File: src/rtl/csf_pkg.sv
// shared constants and carrier types of the status flag block
`default_nettype none
package csf_pkg;

    localparam int          CSF_DW          = 8;
    localparam int          CSF_EVW         = 4;

    // register addresses on the plain register port
    localparam logic [7:0]  CSF_ADDR_FLAGS  = 8'h00;
    localparam logic [7:0]  CSF_ADDR_EVT    = 8'h01;
    localparam logic [7:0]  CSF_ADDR_MASK   = 8'h02;
    localparam logic [7:0]  CSF_ADDR_RESULT = 8'h03;

    // arith_status_flags bit positions
    localparam int          CSF_BIT_CZ      = 6;
    localparam int          CSF_BIT_TO      = 5;
    localparam int          CSF_BIT_PDF     = 4;
    localparam int          CSF_BIT_OV      = 3;
    localparam int          CSF_BIT_Z       = 2;
    localparam int          CSF_BIT_AC      = 1;

    localparam logic [7:0]  CSF_FLAGS_RST   = 8'h00;
    localparam logic [7:0]  CSF_FLAGS_WMASK = 8'h4e;
    localparam logic [7:0]  CSF_RESULT_RST  = 8'h00;

    // event status and mask bit positions
    localparam int          CSF_EV_TIMEOUT  = 0;
    localparam int          CSF_EV_HALT     = 1;
    localparam int          CSF_EV_OVF      = 2;
    localparam int          CSF_EV_ZERO     = 3;
    localparam logic [3:0]  CSF_EVT_RST     = 4'h0;
    localparam logic [3:0]  CSF_MASK_RST    = 4'h0;

    typedef enum logic [3:0] {
        CSF_OP_NOP, CSF_OP_ADD, CSF_OP_ADC, CSF_OP_SUB, CSF_OP_SBC,
        CSF_OP_AND, CSF_OP_OR, CSF_OP_XOR, CSF_OP_MOV,
        CSF_OP_CLRWDT, CSF_OP_HALT
    } csf_op_type;

    typedef struct packed {
        logic              valid;
        csf_op_type        op;
        logic [7:0]        a;
        logic [7:0]        b;
        logic              cin;
    } csf_instr_type;

    typedef struct packed {
        logic [7:0]        res;
        logic              zero;
        logic              ovf;
        logic              aux;
        logic              arith;
        logic              logic_op;
        logic              is_sub;
        logic              is_sbc;
    } csf_alu_type;

    typedef struct packed {
        logic [7:0]        addr;
        logic [7:0]        wdata;
        logic              wr;
        logic              rd;
    } csf_bus_type;

endpackage
`default_nettype wire

File: src/rtl/csf_status_flags.sv
// status flag update logic with register port and event interrupt
//
// What this block does
// - borrow subtract: cond zero ANDs old and zero
// - other instructions leave cond zero unchanged
// - timeout flag: cleared by reset/clear/halt, set on timeout
// - powerdown flag: cleared by reset/clear, set by halt
// - overflow flag: carry into top xor out
// - zero flag follows result equals zero
// - plain subtract: cond zero equals zero flag
//
// The implementer's own choices: the register offsets and the plain strobed port.
`timescale 1ns/10ps
`default_nettype none
module csf_status_flags
    import csf_pkg::*;
(
    input  wire logic          sys_clk_in,
    input  wire logic          resetn_in,
    input  wire csf_instr_type instr_in,
    input  wire logic          wdog_timeout_in,
    input  wire csf_bus_type   bus_in,
    output logic [7:0]         rd_data_out,
    output logic [7:0]         flags_out,
    output logic [7:0]         result_out,
    output logic               irq_out
);

    ////////////////////////////////////////////////////////////////////////////

    typedef struct packed {
        logic [7:0] flags;
        logic [7:0] result;
        logic [7:0] rdata;
    } csf_state_type;

    csf_state_type        st;
    csf_state_type        next_st;
    csf_alu_type          alu;
    logic [CSF_EVW-1:0]   events;
    logic [CSF_EVW-1:0]   evt_status;
    logic [CSF_EVW-1:0]   evt_mask;
    logic                 exec;
    logic                 wr_flags;
    logic                 wr_evt;
    logic                 wr_mask;

    csf_alu_flags u_alu (
        .instr_in (instr_in),
        .alu_out  (alu)
    );

    ////////////////////////////////////////////////////////////////////////////

    assign exec     = instr_in.valid;
    assign wr_flags = bus_in.wr && (bus_in.addr == CSF_ADDR_FLAGS);
    assign wr_evt   = bus_in.wr && (bus_in.addr == CSF_ADDR_EVT);
    assign wr_mask  = bus_in.wr && (bus_in.addr == CSF_ADDR_MASK);

    always_comb begin
        events                 = '0;
        events[CSF_EV_TIMEOUT] = wdog_timeout_in;
        events[CSF_EV_HALT]    = exec && (instr_in.op == CSF_OP_HALT);
        events[CSF_EV_OVF]     = exec && alu.arith && alu.ovf;
        events[CSF_EV_ZERO]    = exec && (alu.arith || alu.logic_op) && alu.zero;
    end

    csf_evt_regs u_evt (
        .sys_clk_in   (sys_clk_in),
        .resetn_in    (resetn_in),
        .event_in     (events),
        .wr_status_in (wr_evt),
        .wr_mask_in   (wr_mask),
        .wdata_in     (bus_in.wdata[CSF_EVW-1:0]),
        .status_out   (evt_status),
        .mask_out     (evt_mask),
        .irq_out      (irq_out)
    );

    ////////////////////////////////////////////////////////////////////////////

    always_comb begin
        next_st = st;
        // software may preset the arithmetic flags; timeout and
        // powerdown stay read-only so a restart cause cannot be faked
        if (wr_flags) begin
            next_st.flags = (st.flags & ~CSF_FLAGS_WMASK)
                          | (bus_in.wdata & CSF_FLAGS_WMASK);
        end
        // an executing instruction overrides a same-cycle software write
        if (exec && (alu.arith || alu.logic_op)) begin
            next_st.result               = alu.res;
            next_st.flags[CSF_BIT_Z]     = alu.zero;
        end
        if (exec && alu.arith) begin
            next_st.flags[CSF_BIT_OV]    = alu.ovf;
            next_st.flags[CSF_BIT_AC]    = alu.aux;
        end
        if (exec && alu.is_sub) begin
            next_st.flags[CSF_BIT_CZ]    = alu.zero;
        end
        if (exec && alu.is_sbc) begin
            next_st.flags[CSF_BIT_CZ]    = st.flags[CSF_BIT_CZ] && alu.zero;
        end
        // cond zero otherwise held by the default copy
        if (exec && (instr_in.op == CSF_OP_CLRWDT)) begin
            next_st.flags[CSF_BIT_TO]    = 1'b0;
            next_st.flags[CSF_BIT_PDF]   = 1'b0;
        end
        if (exec && (instr_in.op == CSF_OP_HALT)) begin
            next_st.flags[CSF_BIT_TO]    = 1'b0;
            next_st.flags[CSF_BIT_PDF]   = 1'b1;
        end
        // a timeout in the clearing cycle must not be lost
        if (wdog_timeout_in) begin
            next_st.flags[CSF_BIT_TO]    = 1'b1;
        end

        next_st.rdata = 8'h00;
        if (bus_in.rd) begin
            unique case (bus_in.addr)
                CSF_ADDR_FLAGS:  next_st.rdata = st.flags;
                CSF_ADDR_EVT:    next_st.rdata = {4'h0, evt_status};
                CSF_ADDR_MASK:   next_st.rdata = {4'h0, evt_mask};
                CSF_ADDR_RESULT: next_st.rdata = st.result;
                default:         next_st.rdata = 8'h00;
            endcase
        end
    end

    // power-up clears every flag, timeout and powerdown included
    always_ff @(posedge sys_clk_in or negedge resetn_in) begin
        if (!resetn_in) begin
            st.flags  <= CSF_FLAGS_RST;
            st.result <= CSF_RESULT_RST;
            st.rdata  <= 8'h00;
        end else begin
            st <= next_st;
        end
    end

    assign flags_out   = st.flags;
    assign result_out  = st.result;
    assign rd_data_out = st.rdata;

    logic is_sbc_x;
    logic is_sub_x;
    logic keeps_cz;
    logic arith_x;
    logic zfam_x;
    logic clrwdt_x;
    logic halt_x;
    logic opb_inv_x;
    logic ov_ref_x;
    logic aux_ref_x;

    // independent references: sign rule for overflow, carry into bit 4 for aux
    assign opb_inv_x = alu.is_sub || alu.is_sbc;
    assign ov_ref_x  = (instr_in.a[7] == (instr_in.b[7] ^ opb_inv_x))
                    && (alu.res[7] != instr_in.a[7]);
    assign aux_ref_x = instr_in.a[4] ^ instr_in.b[4] ^ opb_inv_x ^ alu.res[4];

    assign is_sbc_x = exec && alu.is_sbc;
    assign is_sub_x = exec && alu.is_sub;
    assign keeps_cz = !(exec && (alu.is_sub || alu.is_sbc)) && !wr_flags;
    assign arith_x  = exec && alu.arith;
    assign zfam_x   = exec && (alu.arith || alu.logic_op);
    assign clrwdt_x = exec && (instr_in.op == CSF_OP_CLRWDT);
    assign halt_x   = exec && (instr_in.op == CSF_OP_HALT);
endmodule
`default_nettype wire

File: src/rtl/csf_alu_flags.sv
// combinational result and flag conditions of one instruction
`timescale 1ns/10ps
`default_nettype none
module csf_alu_flags
    import csf_pkg::*;
(
    input  wire csf_instr_type instr_in,
    output csf_alu_type        alu_out
);

    logic [7:0] opb;
    logic       cin;
    logic [7:0] low7;
    logic [8:0] full;
    logic [4:0] nib;

    always_comb begin
        opb = instr_in.b;
        cin = 1'b0;
        unique case (instr_in.op)
            CSF_OP_ADC: cin = instr_in.cin;
            CSF_OP_SUB: begin
                opb = ~instr_in.b;
                cin = 1'b1;
            end
            CSF_OP_SBC: begin
                opb = ~instr_in.b;
                cin = instr_in.cin;
            end
            default: cin = 1'b0;
        endcase
        low7 = {1'b0, instr_in.a[6:0]} + {1'b0, opb[6:0]} + {7'h00, cin};
        full = {1'b0, instr_in.a} + {1'b0, opb} + {8'h00, cin};
        nib  = {1'b0, instr_in.a[3:0]} + {1'b0, opb[3:0]} + {4'h0, cin};

        alu_out          = '0;
        alu_out.is_sub   = (instr_in.op == CSF_OP_SUB);
        alu_out.is_sbc   = (instr_in.op == CSF_OP_SBC);
        alu_out.arith    = (instr_in.op == CSF_OP_ADD) || (instr_in.op == CSF_OP_ADC)
                        || alu_out.is_sub || alu_out.is_sbc;
        alu_out.logic_op = (instr_in.op == CSF_OP_AND) || (instr_in.op == CSF_OP_OR)
                        || (instr_in.op == CSF_OP_XOR) || (instr_in.op == CSF_OP_MOV);
        unique case (instr_in.op)
            CSF_OP_AND: alu_out.res = instr_in.a & instr_in.b;
            CSF_OP_OR:  alu_out.res = instr_in.a | instr_in.b;
            CSF_OP_XOR: alu_out.res = instr_in.a ^ instr_in.b;
            CSF_OP_MOV: alu_out.res = instr_in.b;
            default:    alu_out.res = full[7:0];
        endcase
        // carry into the top bit differs from carry out of it
        alu_out.ovf  = low7[7] ^ full[8];
        alu_out.zero = (alu_out.res == 8'h00);
        alu_out.aux  = nib[4];
    end

endmodule
`default_nettype wire

File: src/rtl/csf_evt_regs.sv
// sticky event status, mask and level interrupt
`timescale 1ns/10ps
`default_nettype none
module csf_evt_regs
    import csf_pkg::*;
(
    input  wire logic               sys_clk_in,
    input  wire logic               resetn_in,
    input  wire logic [CSF_EVW-1:0] event_in,
    input  wire logic               wr_status_in,
    input  wire logic               wr_mask_in,
    input  wire logic [CSF_EVW-1:0] wdata_in,
    output logic [CSF_EVW-1:0]      status_out,
    output logic [CSF_EVW-1:0]      mask_out,
    output logic                    irq_out
);

    typedef struct packed {
        logic [CSF_EVW-1:0] status;
        logic [CSF_EVW-1:0] mask;
        logic               irq;
    } csf_evt_state_type;

    csf_evt_state_type st;
    csf_evt_state_type next_st;

    always_comb begin
        next_st = st;
        // a new event beats a clear in the same cycle
        if (wr_status_in) begin
            next_st.status = st.status & ~wdata_in;
        end
        next_st.status = next_st.status | event_in;
        if (wr_mask_in) begin
            next_st.mask = wdata_in;
        end
        next_st.irq = |(next_st.status & next_st.mask);
    end

    always_ff @(posedge sys_clk_in or negedge resetn_in) begin
        if (!resetn_in) begin
            st.status <= CSF_EVT_RST;
            st.mask   <= CSF_MASK_RST;
            st.irq    <= 1'b0;
        end else begin
            st <= next_st;
        end
    end

    assign status_out = st.status;
    assign mask_out   = st.mask;
    assign irq_out    = st.irq;

endmodule
`default_nettype wire

File: config.mk
export PLATFORM = sky130hd
export DESIGN_NAME = csf_status_flags
export DESIGN_NICKNAME = d
export VERILOG_FILES = /design/src/rtl/csf_pkg.sv /design/src/rtl/csf_status_flags.sv /design/src/rtl/csf_alu_flags.sv /design/src/rtl/csf_evt_regs.sv
export SDC_FILE = /design/constraint.sdc
export NUM_CORES = 1
export LEC_CHECK = 0
export BUFFER_PORTS_ARGS = -buffer_cell sky130_fd_sc_hd__buf_4
export CORE_ASPECT_RATIO = 0.9
export CORE_UTILIZATION = 35
export DETAILED_ROUTE_END_ITERATION = 8
export PLACE_DENSITY = 0.55
export SLEW_MARGIN = 5
export SYNTH_ARGS = -nofsm -noshare
export SYNTH_HDL_FRONTEND = slang
export SYNTH_HIERARCHICAL = 1
export SYNTH_SLANG_ARGS = --single-unit
File: constraint.sdc
create_clock -name sys_clk_in -period 1.26 [get_ports sys_clk_in]
set_clock_uncertainty 0.15 [all_clocks]
set_input_delay 0.189 -clock sys_clk_in [delete_from_list [all_inputs] [get_ports sys_clk_in]]
set_output_delay 0.189 -clock sys_clk_in [all_outputs]
set_load 0.02 [all_outputs]
==> results of run 1 <==
[report_power, final]
| group | internal (W) | total (W) | switching [W] | leakage (nW) |
|---|---|---|---|---|
| Combinational | 0.00136 | 0.00241 | 0.00105 | 1.81 |
| Sequential | 0.00117 | 0.00132 | 0.000150 | 0.381 |
| Clock | 0.000498 | 0.000865 | 0.000367 | 0.0515 |
[what timing repair did]
action	4_1_cts	5_1_grt
pin swaps	39	29
cloned	0	0
endpoints found under the setup margin	31	34
endpoints found under the hold margin	33	0
buffers inserted	22	11
hold buffers	2	0
gates resized for setup	67	24
[flip-flops by register name (all words and copies together), names as in the netlist]
signal	flops
rd_data_out	8
result_out	8
flags_out	6
u_evt/mask_out	4
u_evt/status_out	4
u_evt/irq_out	1
[Yosys cell counts, types with 2 or more instances]
cell type	instances	share of area, %
buf_2	6	1.1
nor2_1	16	2.3
inv_1	20	2.8
o21ai_2	3	0.99
a2bb2oi_1	2	0.66
mux2_2	15	6.3
nand3_1	8	1.5
nand2b_1	3	0.70
a21boi_0	4	1.1
dfrtp_1	31	29
buf_4	2	0.56
clkbuf_1	2	0.28
a311o_1	2	0.75
o21a_1	3	0.85
mux4_2	3	2.5
or2_2	4	0.94
o21ai_1	2	0.38
nand2_1	13	1.8
nor3b_1	4	1.1
o21bai_1	4	1.1
a21oi_1	22	4.1
ha_1	23	11
fa_1	2	1.5
o21ai_0	9	1.7
nand4_1	2	0.47
nor2b_1	5	1.2
o22ai_1	3	0.70
xnor2_1	11	3.6
a32oi_1	2	0.66
nor4bb_1	2	0.75
a211oi_1	3	0.85
mux2i_1	6	2.3
nand4b_1	2	0.66
xor2_1	5	1.6
a31oi_1	2	0.47
nand3b_1	3	0.85
and2b_2	2	0.66
or2_1	4	0.94
[layer usage]
layer	GRT usage, %	part of all wire [%]
met5	0	0
met4	5.17	1.3
met3	3.26	3.4
met2	36.3	48
met1	31.5	47
[through the flow]
| stage | setup slack (ps) | instances | util [%] | TNS, ps | hold WS (ps) |
|---|---|---|---|---|---|
| floorplan | -2620 | 280 | - | -29330 | -257 |
| global placement | -2530 | 510 | 54.6 | -32880 | -6.86 |
| detailed placement | -2680 | 510 | 54.6 | -34290 | -2.59 |
| CTS | -2050 | 540 | 62.4 | -24180 | 20.7 |
| global route | -2280 | 547 | 64.8 | -27000 | 24.6 |
| finish | -2110 | 547 | 64.8 | -24900 | 26.1 |
[cell families (layout without fill, tap and decap cells)]
group	Yosys count	in the layout	share of synthesized area, %
XOR/XNOR	16	16	5.26
adder cells (fa/ha/maj)	25	25	12.3
other	1	2	0.141
buffers and inverters	32	206	5.36
AND/OR/NAND/NOR	79	79	18.6
multiplexers	24	24	11.1
AO/OA/AOI/OAI	71	71	18.1
flip-flops	31	31	29.1
[cell type report]
| type | instances | area [µm²] |
|---|---|---|
| clock buffer | 8 | 100 |
| fill | 601 | 2540 |
| inverter | 20 | 75.1 |
| multi-input combinational | 217 | 2100 |
| sequential | 31 | 783 |
| tap | 93 | 116 |
| timing repair buffer | 178 | 1510 |
[worst max-delay path by stage]
stage	depth (start not counted)	endpoint	slack, ps
after floorplan	18	u_evt/irq_out$_DFF_PN0_	-2620
after global placement	17	flags_out[6]$_DFFE_PN0P_	-2530
after detailed placement	17	flags_out[6]$_DFFE_PN0P_	-2680
after CTS	17	flags_out[6]$_DFFE_PN0P_	-2050
after global routing	19	flags_out[6]$_DFFE_PN0P_	-2280
final	17	flags_out[6]$_DFFE_PN0P_	-2110
==> results.rst, run 1 <==
.. list-table::
   :header-rows: 1

   * - Metric
     - Value
   * - Critical path cell sequence
     - buf_8 -> nor2b_4 -> and3b_2 -> nor2_4 -> xnor2_2 -> fa_2 -> inv_2 -> fa_2 -> a211oi_4 -> o21bai_1 -> a311o_1 -> nor2_1 -> or4b_4 -> nor4_4 -> buf_4 -> a32oi_1 -> mux2i_1
   * - Maximum clock insertion buffer count
     - 2
   * - Count of input and output buffers
     - 62
   * - Setup crit start
     - instr_in[18]
   * - Kind of cell adding the most delay to the critical path
     - simple AND/OR/NAND/NOR gates
   * - Clk Tree Root Cell
     - clkbuf_8
   * - Hold-critical path endpoint
     - u_evt/mask_out[0]$_DFF_PN0_
   * - Async SR Flop Fraction
     - 100%
   * - Endpoint of the most critical register-to-register path
     - rd_data_out[2]$_DFF_PN0_
   * - Worst Setup End Kind
     - register
   * - DIE WIDTH
     - 93.9 µm
   * - Slowest stage cell, crit path
     - or4b_4
   * - Antenna violations before repair
     - 0
   * - Most frequent standard cell in the layout excluding fill and tap cells
     - buf_4
   * - Total global routing overflow
     - 0
   * - Site row count
     - 29
   * - Number of levels in the clock H-tree
     - 2
   * - Count of flip-flops with a built-in enable after synthesis
     - 0
   * - Largest voltage drop on the vdd net
     - 0.528 mV
   * - Most used cell, CP
     - fa_2
   * - Proportion of synthesized chip area in sequential cells
     - 29.1%
   * - Class of the worst hold path
     - in2reg
   * - Post-detailed-placement cell area
     - 0.00394 mm²
   * - Starting DRT DRC Count
     - 133
   * - Routed WL per cell
     - 15.8 µm
   * - Worst-case reg-to-reg path depth
     - 2
   * - Post-layout net count
     - 521
   * - Placer Congestion
     - 0.810
   * - Setup repair after global routing missed its margin
     - true
   * - CTS Buf Count
     - 5
   * - Final worst-path cycle share
     - 268%
   * - Antenna diode count
     - 0
   * - Crit Path Class
     - in2reg
   * - Launch instance of the worst register-to-register path
     - result_out[2]$_DFFE_PN0P_
   * - Initial standard-cell utilization of the core
     - 36.9%
   * - Shortest clock period the worst path allows after layout
     - 3370 ps
   * - Status
     - finished with violations
   * - Clk Latency, worst-skew pair
     - 280 ps
   * - DR DRC count
     - 0
   * - Number of placed I/O pins
     - 68
   * - Setup violators final
     - 30
   * - Power density cells
     - 981 mW/mm²
   * - Share of post-route cells with drive strength above 1
     - 60.1%
   * - Achievable Freq
     - 297 MHz
   * - Data required time of the worst path
     - 1320 ps
   * - Total chip power
     - 0.00459 W
   * - Primary FF master, synth
     - dfrtp_1
   * - Die H
     - 84.7 µm
   * - Mean post-synth cell area
     - 9.54 µm²
   * - 1st-pass router iterations
     - 4
   * - Start point of the worst hold path
     - bus_in[2]
   * - Crit path DAT
     - 3430 ps
   * - Final routed wirelength across all metal layers
     - 8640 µm
   * - Combined global-route utilization of all metal layers
     - 22.4%
   * - Clock Sinks
     - 31
   * - Count of cells along the worst hold path
     - 2
   * - Number of hold violations in the final report
     - 0
   * - Gate Count Post-Synth
     - 279
   * - Count of distinct cell types in the synthesized netlist
     - 62
   * - Clock-pin slew reported for the worst setup and hold paths after clock tree synthesis
     - 60 ps
   * - Clock tree from TritonCTS
     - built
   * - Global-route wire length before repair
     - 13800 µm
   * - Count of yosys warnings during synthesis
     - 6
   * - Leading cell types in the layout, fill and taps excluded
     - buf_4 (141), buf_6 (30), dfrtp_1 (25)
   * - DIE AREA
     - 0.00796 mm²
   * - Largest net degree at the start of global routing
     - 32
   * - Peak per-stage delay on the critical path
     - 480 ps
   * - Final antenna-violating net count
     - 0
   * - Final max-slew violation count
     - 0
   * - Flip-flop and latch count after synthesis
     - 31
   * - Register-to-Register Setup Slack
     - -60 ps
   * - Number of global-route vias before repair
     - 2807
   * - Via Count
     - 2755
   * - Core Box Area
     - 0.00722 mm²
   * - Leakage power total
     - 2.24 nW
   * - Buf/Inv on CP
     - 3
   * - Max FO, Critical Path
     - 4
   * - Area growth from synthesis to final layout
     - 75.7%
   * - Layout Cell Area excl Fill
     - 0.00468 mm²
   * - Netlist area before placement
     - 0.00266 mm²
   * - Detailed placer's ending HPWL
     - 6470 µm
   * - Kind of launch point of the worst setup path
     - primary input
   * - Max-Cap Viols
     - 0
   * - Average via count per standard cell
     - 5.04
   * - Setup slack after layout
     - -2110 ps
   * - Violated checks
     - setup timing
(Power assumes the default switching activity.)
==> run 2, diff against run 1 <==
- CTS_CLUSTER_DIAMETER: not set -> 80
- GPL_TIMING_DRIVEN: not set -> 0
==> results.rst, run 2 (synthesis gave the netlist of run 1 again) <==
.. list-table::
   :header-rows: 1

   * - Metric
     - Value
   * - Setup tns final
     - -27530 ps
   * - Number of placed I/O pins
     - 68
   * - Leakage power total
     - 1.89 nW
   * - Most frequent standard cell in the layout excluding fill and tap cells
     - buf_4
   * - Post-layout net count
     - 456
   * - Starting DRT DRC Count
     - 110
   * - DR DRC count
     - 0
   * - Clk Latency, worst-skew pair
     - 290 ps
   * - Clock-pin slew reported for the worst setup and hold paths after clock tree synthesis
     - 70 ps
   * - Layout Cell Area excl Fill
     - 0.00409 mm²
   * - Internal power
     - 0.00269 W
   * - Largest voltage drop on the vdd net
     - 0.706 mV
   * - Kind of launch point of the worst setup path
     - primary input
   * - Setup slack after layout
     - -2330 ps
   * - Core Box Area
     - 0.00722 mm²
   * - Share of post-route cells with drive strength above 1
     - 52.4%
   * - Number of placed instances with taps included
     - 435
   * - Maximum clock insertion buffer count
     - 2
   * - Final antenna-violating net count
     - 0
   * - Global-route wire length before repair
     - 12900 µm
   * - Number of levels in the clock H-tree
     - 2
   * - Clock tree from TritonCTS
     - built
   * - Worst slew slack as a fraction of its limit
     - 56.5%
   * - Number of global-route vias before repair
     - 2479
   * - Total global routing overflow
     - 0
   * - Leading cell types in the layout, fill and taps excluded
     - buf_4 (89), dfrtp_1 (25), ha_1 (22)
   * - Share of total power in sequential cells
     - 31.8%
   * - Area growth from synthesis to final layout
     - 53.5%
   * - Combined global-route utilization of all metal layers
     - 21.1%
   * - Placer Congestion
     - 0.811
   * - Filler-free cell count of the finished design
     - 482
   * - Fill cell total of the finished layout
     - 629
   * - Detailed placer's ending HPWL
     - 5890 µm
   * - Net Switching
     - 0.00146 W
   * - Achievable Freq
     - 278 MHz
   * - Setup violators final
     - 24
   * - Area of all sequential standard cells
     - 783 µm²
   * - Post-detailed-placement cell area
     - 0.00336 mm²
   * - Setup repair after global routing missed its margin
     - true
   * - Largest net degree at the start of global routing
     - 32
   * - Data required time of the worst path
     - 1330 ps
   * - Clk Tree Root Cell
     - clkbuf_8
   * - Crit Path Class
     - in2reg
   * - Antenna diode count
     - 0
   * - Final routed wirelength across all metal layers
     - 8080 µm
   * - Final worst-path cycle share
     - 285%
   * - Average via count per standard cell
     - 5.17
   * - Worst Setup End Kind
     - register
   * - Crit path DAT
     - 3660 ps
   * - Initial standard-cell utilization of the core
     - 36.9%
   * - Die H
     - 84.7 µm
   * - Slew at the pin closest to its max-slew limit
     - 650 ps
   * - Clock share of power
     - 21.0%
   * - Via Count
     - 2493
   * - DIE AREA
     - 0.00796 mm²
   * - Count of input and output buffers
     - 62
   * - Antenna violations before repair
     - 0
   * - Max FO, Critical Path
     - 3
   * - Power density cells
     - 1020 mW/mm²
   * - Critical path cell sequence
     - buf_12 -> buf_8 -> buf_8 -> nor2b_4 -> and3b_2 -> nor2_4 -> xnor2_2 -> fa_2 -> inv_2 -> fa_2 -> a211oi_4 -> buf_4 -> or2_4 -> a311o_1 -> nor2_1 -> or4b_4 -> nor4_4 -> o211a_1 -> o21ai_2 -> nand4_1
   * - Shortest clock period the worst path allows after layout
     - 3590 ps
   * - Violated checks
     - setup timing
   * - Max-Cap Viols
     - 0
   * - DIE WIDTH
     - 93.9 µm
   * - Combined area of the multi-input logic cells
     - 0.00207 mm²
   * - Status
     - finished with violations
   * - Slowest stage cell, crit path
     - or4b_4
   * - Final standard cell utilization of the core
     - 56.6%
   * - Switching part of the total power
     - 35.2%
   * - Class of the worst hold path
     - in2reg
   * - Routed WL per cell
     - 16.8 µm
   * - Peak per-stage delay on the critical path
     - 480 ps
   * - Number of hold violations in the final report
     - 0
   * - Clock Sinks
     - 31
   * - Combinational share of power
     - 47.2%
   * - Final max-slew violation count
     - 0
   * - Site row count
     - 29
   * - 1st-pass router iterations
     - 4
   * - CTS Buf Count
     - 5
==> run 2: worst paths after layout <==
path | start | end | slack [ps] | cells after the start
max | instr_in[18] | u_evt/irq_out$_DFF_PN0_ | -2330 | 20
min | bus_in[4] | flags_out[2]$_DFFE_PN0P_ | 10 | 2
max reg2reg | result_out[2]$_DFFE_PN0P_ | rd_data_out[2]$_DFF_PN0_ | -80 | 2
min reg2reg | u_evt/mask_out[1]$_DFF_PN0_ | u_evt/mask_out[1]$_DFF_PN0_ | 380 | 1
max in group asynchronous | resetn_in | flags_out[3]$_DFFE_PN0P_ | 430 | 2
min in group asynchronous | resetn_in | rd_data_out[1]$_DFF_PN0_ | 220 | 2
==> run 2: worst max-delay path, delay by kind of cell <==
kind            cells  cell delay [ps]
buf+inv             5              530
fa+ha+maj           2              600
compound gates      4              750
xor+xnor            1               80
simple gates        8             1510
==> run 2: stage by stage <==
stage	setup slack [ps]	total power, W	hold slack (ps)
2_1_floorplan	-2620	0.00222	-257
3_5_place_dp	-3360	0.00282	-5.71
6_report	-2330	0.00415	10.8
3_3_place_gp	-3410	0.00281	-4.37
4_1_cts	-2370	0.00396	8.75
5_1_grt	-2510	0.00435	26.2
==> run 2: what timing repair did <==
item | CTS | global route
hold buffers | 2 | 0
gates cloned | 0 | 0
pin swaps | 26 | 16
resized for setup | 49 | 29
buffers inserted | 26 | 13
setup endpoints to repair | 28 | 24
endpoints found under the hold margin | 33 | 0
==> run 2: layout make-up <==
class	instances	area share (%)
inverter	20	1.84
buffer	12	2.85
tap	93	2.85
multi-input combinational	217	50.7
sequential	31	19.2
timing repair buffer	101	20.2
clock buffer	8	2.45
==> run 2: per-layer routing <==
metal  global-route usage [%]  up-vias  part of all wire [%]
met5                        0        -                     0
met4                     6.71        0                   1.3
met3                     3.99       11                   4.6
met2                     30.9       59                    45
met1                     31.2     1205                    49
li1                         -     1218                     -
==> run 2: power groups by stage <==
stage               Combinational [W]  Sequential, W  Clock (W)
floorplan                    0.000772        0.00145          0
global placement              0.00147        0.00134          0
detailed placement            0.00149        0.00134          0
CTS                           0.00177        0.00132   0.000874
global route                  0.00210        0.00134   0.000916
finish                        0.00196        0.00132   0.000870
